==> src/weld_params.svh <==
`ifndef WELD_PARAMS_SVH
`define WELD_PARAMS_SVH
// ----------------------------------------
// Clock and timing
// ----------------------------------------
`define CLK_MHZ     20
`define CLK_KHZ     20000
`define DB_US       1
`define DB_CYC      (`DB_US * `CLK_MHZ)
`define FLASH_MS    250
`define FLASH_CYC   (`FLASH_MS * `CLK_KHZ)
// ----------------------------------------
// Register byte offsets
// ----------------------------------------
`define A_CTRL      8'h00
`define A_TIMES     8'h04
`define A_PTMO      8'h08
`define A_MSEL      8'h0C
`define A_ENTER     8'h10
`define A_STATUS    8'h14
`define A_MRD       8'h18
// ----------------------------------------
// Fields, resets, codes
// ----------------------------------------
`define C_WMODE     0
`define C_PMODE     1
`define C_CLRALL    8
`define PTMO_RST    16'hFFFF
`define MEM_DEF     8'h00
`define N_SCH       16
`define N_MEM       20
`define CODE_STOP   8'hE5
`define CODE_ER     8'hEA
`define CODE_EF     8'hEF
`define CODE_MEM    8'h32
`define CODE_FLOW   8'h01
`define CODE_PRESS  8'h15
`endif

==> src/weld_pkg.sv <==
package weld_pkg;
  typedef enum logic [2:0] {
    S_IDLE  = 3'h0,
    S_SQZ   = 3'h1,
    S_PHOLD = 3'h3,
    S_WELD  = 3'h2,
    S_HOLD  = 3'h6,
    S_OFF   = 3'h7
  } seq_t;
  typedef logic [7:0] byte_t;
endpackage

==> src/weld_interlock_supervisor.sv <==
// How it works
// - Hold after squeeze until pressure, flash squeeze
// - Long pressure hold flashes 15, no abort
// - Weld time 00 skips pressure check
// - Stop open kills valves and firing immediately
// - Stop flashes tag on both displays
// - After stop, fresh pilot needed to restart
// - No-weld runs sequence, no firing, LED on
// - Fire only in weld mode, inhibit closed
// - Coolant open refuses new initiation
// - Coolant opening mid-sequence lets sequence finish
// - Coolant fault shows 01 until reclosed
// - Heatsink open refuses new initiation
// - Heatsink opening mid-sequence lets sequence finish
// - Heatsink fault shows 01 until reclosed
// - Scan storage at power-up and stop exit
// - Bad data flashes 32, tag alternates schedule
// - Extended area bad shows extended tag
// - Memory fault blocks any weld sequence
// - Select press stops memory fault flashing
// - Program mode edit, enter, operate clears fault
// - Clear-all restores every location to default
// - Initiation latched, no re-initiation mid-sequence
//
// Our own choices: the AHB-Lite interface to the registers and the register addresses.
`include "weld_params.svh"
`timescale 1ns/1ps
`default_nettype none
module weld_interlock_supervisor #(
  parameter int FLASH_CYC = `FLASH_CYC
) (
  input  wire logic             hclk,
  input  wire logic             hresetn,
  input  wire logic             hsel,
  input  wire logic [31:0]      haddr,
  input  wire logic [1:0]       htrans,
  input  wire logic             hwrite,
  input  wire logic [2:0]       hsize,
  input  wire logic [31:0]      hwdata,
  input  wire logic             hready,
  output logic [31:0]           hrdata,
  output logic                  hreadyout,
  output logic                  hresp,
  input  wire logic             pressure_input,
  input  wire logic             stop_input,
  input  wire logic             weld_inhibit_input,
  input  wire logic             coolant_flow_input,
  input  wire logic             heatsink_temp_input,
  input  wire logic             pilot_second_stage,
  input  wire logic             select_button,
  output logic                  valve_out,
  output logic                  fire_pulse,
  output logic                  squeeze_led,
  output logic                  weld_led,
  output logic                  no_weld_led,
  output weld_pkg::byte_t       data_disp,
  output weld_pkg::byte_t       sched_disp,
  output logic                  data_dark,
  output logic                  sched_dark
);
  import weld_pkg::*;

  // ----------------------------------------
  // State
  // ----------------------------------------
  localparam int NI = 7;
  localparam logic [4:0] DBC = 5'(`DB_CYC);
  localparam logic [4:0] LAST = 5'(`N_MEM - 1);
  localparam logic [4:0] NSCH = 5'(`N_SCH);

  typedef struct packed {
    logic [NI-1:0]          s1;
    logic [NI-1:0]          s2;
    logic [NI-1:0]          db;
    logic [NI-1:0]          dbp;
    logic [NI-1:0][4:0]     dc;
    seq_t                   st;
    logic [15:0]            tmr;
    logic [15:0]            ptm;
    logic                   f15;
    logic                   valve;
    logic                   fire;
    logic                   sqzled;
    logic                   diag;
    logic [4:0]             di;
    logic                   mfault;
    logic                   mext;
    logic [4:0]             mloc;
    logic                   mack;
    logic [`N_MEM-1:0][7:0] mem;
    logic                   wmode;
    logic                   pmode;
    logic [3:0]             sch;
    logic [23:0]            times;
    logic [15:0]            ptmo;
    logic [4:0]             maddr;
    logic [7:0]             edata;
    logic                   wpend;
    logic [7:0]             waddr;
    logic [31:0]            rdata;
    logic [22:0]            fcnt;
    logic                   fph;
    logic [7:0]             dd;
    logic [7:0]             sd;
    logic                   ddark;
    logic                   sdark;
  } st_t;

  st_t q;
  st_t d;

  // ----------------------------------------
  // Helpers
  // ----------------------------------------
  function automatic logic bcd_ok(input logic [7:0] v);
    bcd_ok = (v[7:4] < 4'hA) && (v[3:0] < 4'hA);
  endfunction

  function automatic logic [7:0] bcd_bin(input logic [7:0] v);
    bcd_bin = ({4'h0, v[7:4]} * 8'h0A) + {4'h0, v[3:0]};
  endfunction

  logic [NI-1:0] raw;
  logic          press_ok, stop_ok, inh_ok, flow_ok, heat_ok, pil_rise, sel_rise;
  logic          fire_ok, may_init, weld_zero;
  logic [7:0]    wtime;
  logic          addr_ph;

  assign raw = {select_button, pilot_second_stage, heatsink_temp_input,
                coolant_flow_input, weld_inhibit_input, stop_input, pressure_input};
  assign press_ok  = q.db[0];
  assign stop_ok   = q.db[1];
  assign inh_ok    = q.db[2];
  assign flow_ok   = q.db[3];
  assign heat_ok   = q.db[4];
  assign pil_rise  = q.db[5] & ~q.dbp[5];
  assign sel_rise  = q.db[6] & ~q.dbp[6];
  assign wtime     = bcd_bin(q.mem[q.sch]);
  assign weld_zero = (q.mem[q.sch] == 8'h00);
  assign fire_ok   = q.wmode & inh_ok;
  assign may_init  = pil_rise & stop_ok & flow_ok & heat_ok
                   & ~q.mfault & ~q.diag & ~q.pmode;
  assign addr_ph   = hsel & hready & htrans[1];

  // ----------------------------------------
  // Next state
  // ----------------------------------------
  always_comb begin
    d = q;
    // Only the second stage feeds the filter; the first stays private
    d.s1  = raw;
    d.s2  = q.s1;
    d.dbp = q.db;
    for (int i = 0; i < NI; i++) begin
      if (q.s2[i] == q.db[i]) begin
        d.dc[i] = 5'h00;
      end else if (q.dc[i] == DBC - 5'h01) begin
        d.db[i] = q.s2[i];
        d.dc[i] = 5'h00;
      end else begin
        d.dc[i] = q.dc[i] + 5'h01;
      end
    end

    // Flash phase
    if (q.fcnt == 23'(FLASH_CYC - 1)) begin
      d.fcnt = 23'h0;
      d.fph  = ~q.fph;
    end else begin
      d.fcnt = q.fcnt + 23'h1;
    end

    // Bus writes in data phase
    d.wpend = addr_ph & hwrite;
    d.waddr = haddr[7:0];
    if (q.wpend) begin
      unique case (q.waddr)
        `A_CTRL: begin
          d.wmode = hwdata[`C_WMODE];
          d.pmode = hwdata[`C_PMODE];
          d.sch   = hwdata[7:4];
          if (hwdata[`C_CLRALL] && q.pmode) begin
            d.mem = '{default: `MEM_DEF};
          end
          if (q.pmode && !hwdata[`C_PMODE]) begin
            d.diag = 1'b1;
            d.di   = 5'h00;
          end
        end
        `A_TIMES: d.times = hwdata[23:0];
        `A_PTMO:  d.ptmo  = hwdata[15:0];
        `A_MSEL: begin
          d.maddr = (hwdata[4:0] > LAST) ? LAST : hwdata[4:0];
          d.edata = hwdata[15:8];
        end
        `A_ENTER: if (q.pmode) d.mem[q.maddr] = q.edata;
        default: ;
      endcase
    end

    // Register reads, latched in address phase
    d.rdata = 32'h0;
    if (addr_ph && !hwrite) begin
      unique case (haddr[7:0])
        `A_CTRL:   d.rdata = {24'h0, q.sch, 2'b00, q.pmode, q.wmode};
        `A_TIMES:  d.rdata = {8'h0, q.times};
        `A_PTMO:   d.rdata = {16'h0, q.ptmo};
        `A_MSEL:   d.rdata = {16'h0, q.edata, 3'b000, q.maddr};
        `A_STATUS: d.rdata = {13'h0, q.mloc, q.mext, q.mfault, q.diag, q.f15,
                              ~heat_ok, ~flow_ok, ~stop_ok, q.mack, q.fire, q.valve, 1'b0, q.st};
        `A_MRD:    d.rdata = {24'h0, q.mem[q.maddr]};
        default:   d.rdata = 32'h0;
      endcase
    end

    // Storage scan, one location a cycle
    if (q.diag) begin
      if (!bcd_ok(q.mem[q.di])) begin
        d.mfault = 1'b1;
        d.mloc   = q.di;
        d.mext   = (q.di >= NSCH);
        d.mack   = 1'b0;
        d.diag   = 1'b0;
      end else if (q.di == LAST) begin
        d.mfault = 1'b0;
        d.diag   = 1'b0;
      end else begin
        d.di = q.di + 5'h01;
      end
    end
    if (sel_rise && q.mfault) begin
      d.mack = 1'b1;
    end

    // Sequencer
    d.tmr = q.tmr + 16'h1;
    unique case (q.st)
      S_IDLE: begin
        d.tmr = 16'h0;
        d.f15 = 1'b0;
        if (may_init) begin
          d.st = S_SQZ;
        end
      end
      S_SQZ: if (q.tmr >= {8'h0, q.times[7:0]}) begin
        d.tmr = 16'h0;
        d.ptm = 16'h0;
        if (weld_zero) begin
          d.st = S_HOLD;
        end else if (press_ok) begin
          d.st = S_WELD;
        end else begin
          d.st = S_PHOLD;
        end
      end
      S_PHOLD: begin
        d.tmr = 16'h0;
        if (press_ok) begin
          d.st = S_WELD;
        end else if (q.ptm == q.ptmo) begin
          d.f15 = 1'b1;
        end else begin
          d.ptm = q.ptm + 16'h1;
        end
      end
      S_WELD: if (q.tmr + 16'h1 >= {8'h0, wtime}) begin
        d.tmr = 16'h0;
        d.st  = S_HOLD;
      end
      S_HOLD: if (q.tmr >= {8'h0, q.times[15:8]}) begin
        d.tmr = 16'h0;
        d.st  = S_OFF;
      end
      S_OFF: if (q.tmr >= {8'h0, q.times[23:16]}) begin
        d.st = S_IDLE;
      end
    endcase

    // Stop aborts everything and rescans storage on release
    if (!stop_ok) begin
      d.st  = S_IDLE;
      d.tmr = 16'h0;
      d.f15 = 1'b0;
    end
    if (stop_ok && !q.dbp[1] && q.db[1]) begin
      d.diag = 1'b1;
      d.di   = 5'h00;
    end

    // Outputs, registered
    d.valve  = stop_ok && (d.st != S_IDLE) && (d.st != S_OFF);
    d.fire   = stop_ok && (d.st == S_WELD) && fire_ok;
    d.sqzled = (d.st == S_SQZ) || ((d.st == S_PHOLD) && q.fph);

    // Display: stop first, then storage, then contact faults
    d.ddark = 1'b0;
    d.sdark = 1'b0;
    d.dd    = wtime;
    d.sd    = {4'h0, q.sch};
    if (!stop_ok) begin
      d.dd    = `CODE_STOP;
      d.sd    = `CODE_STOP;
      d.ddark = q.fph;
      d.sdark = q.fph;
    end else if (q.mfault) begin
      d.dd    = `CODE_MEM;
      d.ddark = q.fph & ~q.mack;
      if (q.fph) begin
        d.sd = `CODE_ER;
      end else begin
        d.sd = q.mext ? `CODE_EF : {3'h0, q.mloc};
      end
    end else if (!flow_ok || !heat_ok) begin
      d.dd = `CODE_FLOW;
    end else if (q.f15) begin
      d.dd    = `CODE_PRESS;
      d.ddark = q.fph;
    end
  end

  // ----------------------------------------
  // Registers
  // ----------------------------------------
  always_ff @(posedge hclk or negedge hresetn) begin
    if (!hresetn) begin
      q       <= '0;
      q.diag  <= 1'b1;
      q.ptmo  <= `PTMO_RST;
    end else begin
      q <= d;
    end
  end

  assign hrdata      = q.rdata;
  assign hreadyout   = 1'b1;
  assign hresp       = 1'b0;
  assign valve_out   = q.valve;
  assign fire_pulse  = q.fire;
  assign squeeze_led = q.sqzled;
  assign weld_led    = q.wmode;
  assign no_weld_led = ~fire_ok;
  assign data_disp   = q.dd;
  assign sched_disp  = q.sd;
  assign data_dark   = q.ddark;
  assign sched_dark  = q.sdark;

  // ----------------------------------------
  // Checks
  // ----------------------------------------
  stop_kills_a: assert property (@(posedge hclk) disable iff (!hresetn)
    !stop_ok |=> !q.valve && !q.fire) else $error("output live during stop");
  fire_gate_a: assert property (@(posedge hclk) disable iff (!hresetn)
    q.fire |-> $past(q.wmode && q.db[2])) else $error("fire without weld enable");
  no_reinit_a: assert property (@(posedge hclk) disable iff (!hresetn)
    q.st == S_IDLE && $past(q.st) == S_IDLE && q.st != d.st |-> pil_rise)
    else $error("start without pilot edge");
  interlock_a: assert property (@(posedge hclk) disable iff (!hresetn)
    q.st == S_IDLE && (!flow_ok || !heat_ok || q.mfault) |=> q.st == S_IDLE)
    else $error("start while interlocked");
  hold_press_a: assert property (@(posedge hclk) disable iff (!hresetn)
    q.st == S_PHOLD && !press_ok && stop_ok |=> q.st == S_PHOLD) else $error("left hold early");
  skip_zero_a: assert property (@(posedge hclk) disable iff (!hresetn)
    q.st == S_SQZ && d.st != S_SQZ && stop_ok && weld_zero |=> q.st == S_HOLD)
    else $error("weld 00 not skipped");
  press_fault_a: assert property (@(posedge hclk) disable iff (!hresetn)
    q.st == S_PHOLD && !press_ok && stop_ok && q.ptm == q.ptmo |=> q.f15)
    else $error("pressure timeout missed");
  mem_code_a: assert property (@(posedge hclk) disable iff (!hresetn)
    stop_ok && q.mfault |=> q.dd == `CODE_MEM) else $error("memory code missing");
  flow_code_a: assert property (@(posedge hclk) disable iff (!hresetn)
    stop_ok && !q.mfault && !flow_ok |=> q.dd == `CODE_FLOW) else $error("flow code missing");
  rescan_a: assert property (@(posedge hclk) disable iff (!hresetn)
    stop_ok && !q.dbp[1] && q.db[1] |=> q.diag && q.di == 5'h00) else $error("no rescan");
endmodule
`default_nettype wire

==> config.mk <==
export PLATFORM = sky130hd
export DESIGN_NAME = weld_interlock_supervisor
export DESIGN_NICKNAME = d
export VERILOG_FILES = /design/src/weld_pkg.sv /design/src/weld_interlock_supervisor.sv
export VERILOG_INCLUDE_DIRS = /design/src /design/src/src
export SDC_FILE = /design/constraint.sdc
export NUM_CORES = 1
export LEC_CHECK = 0
export BUFFER_PORTS_ARGS = -buffer_cell sky130_fd_sc_hd__buf_2
export CAP_MARGIN = 20
export CORE_ASPECT_RATIO = 1.25
export CORE_MARGIN = 2
export CORE_UTILIZATION = 61
export DETAILED_ROUTE_END_ITERATION = 8
export PLACE_DENSITY = 0.89
export SYNTH_ARGS = -nofsm -noshare
export SYNTH_HDL_FRONTEND = slang
export SYNTH_SLANG_ARGS = --single-unit
==> constraint.sdc <==
create_clock -name hclk -period 5.4 [get_ports hclk]
set_input_delay 0.81 -clock hclk [delete_from_list [all_inputs] [get_ports hclk]]
set_output_delay 0.81 -clock hclk [all_outputs]
set_load 0.01 [all_outputs]
==> reports/results.tsv <==
metric	value	unit
synth.yosys.warnings	0	
place_area	21100	um2
timing.final.crit_share	0.960	
ys_seq_area_frac	0.491	
pwr-share-comb	0.046	
cts_buffers	38	
drc	0	
via_per_inst	7.05	
grt_pass1_vias	16553	
finalClockSkew	0.0217	ns
start_kind	flip-flop	
crit_path_end_kind	flip-flop	
ant_nets	0	
fin_nets	1992	
start_util	0.618	
synth-edff-count	0	
power.internal	4.91	mW
cts_tree	done	
core	33400	um2
stdcell_area	22600	um2
globalplace.congestion	0.960	
synth_top_flop_cell	dfrtp_1	
synthCells	1830	
die-area	35300	um2
setup-violations-final	0	
wl	58100	um
synth.avg_cell_area	11.3	um2
worst_pin_slew	1.19	ns
min_path_type	flip-flop to flip-flop	
power	6.34	mW
drt_iter0_markers	2297	
io_buffers	91	
syn_area	20600	um2
rows	75	
grt_pass1_wl	91400	um
grt_max_degree	129	
preCtsSetupSlack	0.0902	ns
powerDensity	281	nW/um2
die_w	169	um
drive_gt1_frac	0.178	
fp.dieH	210	um
detail_route.wl_per_cell	25.1	um
crit_type	flip-flop to flip-flop	
cts_hold_buf	0	
vias	16296	
antenna_found_initial	0	
overflow	0	
clock-root-buffer	clkbuf_16	
insertion_delay	0.55	ns
required	5.87	ns
max-slew-margin-rel	0.204	
ys_ff_latch	404	
clk_path_buf_depth	3	
status	complete, no violations	
fin_hold_ws	0.349	ns
ir_drop	190	uV
ctsHtreeMaxLevel	2	
fillers	2235	
synthToLayoutAreaGrowth	9.40	%
grt_use_total	0.334	
fmax	193	MHz
p_leak	10.3	nW
seqPwrFrac	0.495	
clock_power_share	0.459	
netlist-cell-type-count	73	
dp_hpwl	39000	um
cp.arrival	5.66	ns
cap_viol_max_count	0	
drt-pass1-iter-count	8	
hold_violations	0	
tns	0	ns
path_max_fanout	8	
sw_frac_of_total	0.225	
drv_slew	0	
async_flop_share	1.00	
period_needed	5.19	ns
path_clk_slew	0.07	ns
diodes	0	
reg2reg_setup_slack	0.21	ns
clkSinkCount	404	
setup_slack	0.214	ns
power_switching	1.43	mW
ioPinCount	138	
-- timing repair --
action,in CTS,in global routing
setup endpoints to repair,2,20
buffers inserted,0,2
pin swaps,0,3
cloned,0,1
gates resized for setup,1,10
-- Yosys cell counts (all sizes together) (11+ instances only) --
| library cell | number | share of area |
|---|---|---|
| mux4 | 76 | 0.085 |
| a22o | 163 | 0.069 |
| nand3 | 49 | 0.012 |
| a21o | 11 | 0.0040 |
| inv | 52 | 0.0095 |
| a21oi | 47 | 0.011 |
| nand2 | 153 | 0.028 |
| ha | 50 | 0.030 |
| nor2 | 118 | 0.021 |
| nor2b | 26 | 0.0079 |
| dfstp | 17 | 0.022 |
| a222oi | 15 | 0.0073 |
| a22oi | 26 | 0.0095 |
| dfrtp | 387 | 0.47 |
| clkbuf | 72 | 0.013 |
| xnor2 | 49 | 0.021 |
| nand2b | 19 | 0.0058 |
| xor2 | 32 | 0.014 |
| and3 | 22 | 0.0067 |
| nor3 | 26 | 0.0063 |
| mux2 | 50 | 0.027 |
| o21ai | 144 | 0.035 |
| and2 | 20 | 0.0061 |
| mux2i | 20 | 0.0097 |
| nand4 | 18 | 0.0055 |
| buf | 65 | 0.024 |
-- cell type report --
class / count / area (um2) / share of cell area
clock buffer: 52 / 1100 / 0.0489
timing repair buffer: 119 / 748 / 0.0331
tap: 423 / 529 / 0.0234
inverter: 52 / 195 / 0.00865
clock inverter: 17 / 239 / 0.0106
multi-input combinational: 1244 / 9620 / 0.426
sequential: 404 / 10100 / 0.449
-- registers in the layout (all words and copies together) (netlist names) --
| signal | cells |
|---|---|
| d | 14 |
| data_dark | 1 |
| data_disp | 8 |
| fire_pulse | 1 |
| hrdata | 24 |
| q | 346 |
| sched_dark | 1 |
| sched_disp | 6 |
| squeeze_led | 1 |
| valve_out | 1 |
| weld_led | 1 |
-- layer usage --
| metal | wire length, um | part of all wire | up-vias | track usage |
|---|---|---|---|---|
| met5 | 0 | 0 | - | 0 |
| met4 | 4730 | 0.081 | 0 | 0.233 |
| met3 | 5750 | 0.099 | 325 | 0.0779 |
| met2 | 27700 | 0.48 | 1128 | 0.539 |
| met1 | 19900 | 0.34 | 8089 | 0.397 |
| li1 | - | - | 6754 | - |
-- critical path: stages, from the launching register on --
cell	delay (ns)
dfrtp_2	0.43
buf_8	0.17
mux4_2	0.64
a22oi_2	0.27
nand2_1	0.13
ha_1	0.29
ha_1	0.22
inv_1	0.09
fa_2	0.48
nor3b_2	0.24
xnor2_1	0.17
xnor2_1	0.18
ha_1	0.30
a21o_1	0.21
a2111oi_4	0.36
o2111ai_2	0.23
o22ai_2	0.19
o211ai_2	0.15
buf_4	0.21
nor2b_1	0.12
-- worst paths after layout --
| path | cells after the start | startpoint | end |
|---|---|---|---|
| max in group asynchronous | 2 | hresetn | q[33]$_DFF_PN0_ |
| hold / removal | 0 | d[406]$_DFF_PN0_ | q[406]$_DFF_PN0_ |
| setup / recovery | 19 | q[136]$_DFFE_PN0P_ | q[339]$_DFF_PN0_ |
| min in group asynchronous | 1 | hresetn | q[333]$_DFFE_PN0P_ |
| setup reg to reg | 19 | q[136]$_DFFE_PN0P_ | q[339]$_DFF_PN0_ |
| hold reg to reg | 0 | d[406]$_DFF_PN0_ | q[406]$_DFF_PN0_ |
-- power groups by stage --
stage          clock network, mW  registers [mW]  logic, mW
4_1_cts                     2.92            3.14      0.285
6_report                    2.91            3.14      0.290
5_1_grt                     3.06            3.14      0.320
2_1_floorplan                  0            3.16      0.172
3_3_place_gp                   0            3.19      0.268
3_5_place_dp                   0            3.19      0.279
-- cell families after synthesis --
| family | after synthesis | share of synthesized area |
|---|---|---|
| adders and majority gates | 52 | 0.0323 |
| other | 2 | 0.000364 |
| DFF | 404 | 0.491 |
| AOI/OAI and AO/OA | 455 | 0.155 |
| muxes | 146 | 0.122 |
| and+or+nand+nor | 500 | 0.118 |
| buffers and inverters | 190 | 0.0466 |
| xor gates and xnor gates | 81 | 0.0344 |
-- per-stage QoR --
stage / instances / util
after floorplan: 1838 / -
after global placement: 2238 / 0.632
after detailed placement: 2238 / 0.632
after CTS: 2307 / 0.673
after global routing: 2311 / 0.676
final: 2311 / 0.676
-- cells in the final DEF (no fill, tap or decap), drive strengths merged, types with 9 or more instances in the layout --
cell,Yosys,layout
dfrtp,387,387
a22o,163,163
nand2,153,153
o21ai,144,144
nor2,118,118
buf,65,118
mux4,76,76
inv,52,53
clkbuf,72,53
mux2,50,50
ha,50,50
xnor2,49,49
nand3,49,49
a21oi,47,47
xor2,32,32
nor2b,26,26
nor3,26,26
a22oi,26,26
and3,22,22
and2,20,20
mux2i,20,20
nand2b,19,19
nand4,18,18
dfstp,17,17
a222oi,15,15
a21o,11,11
conb,2,10
clkinv,0,10
or3,9,9
nor3b,9,9
nor4,9,9
No activity file was read; power rests on OpenSTA's default activity.
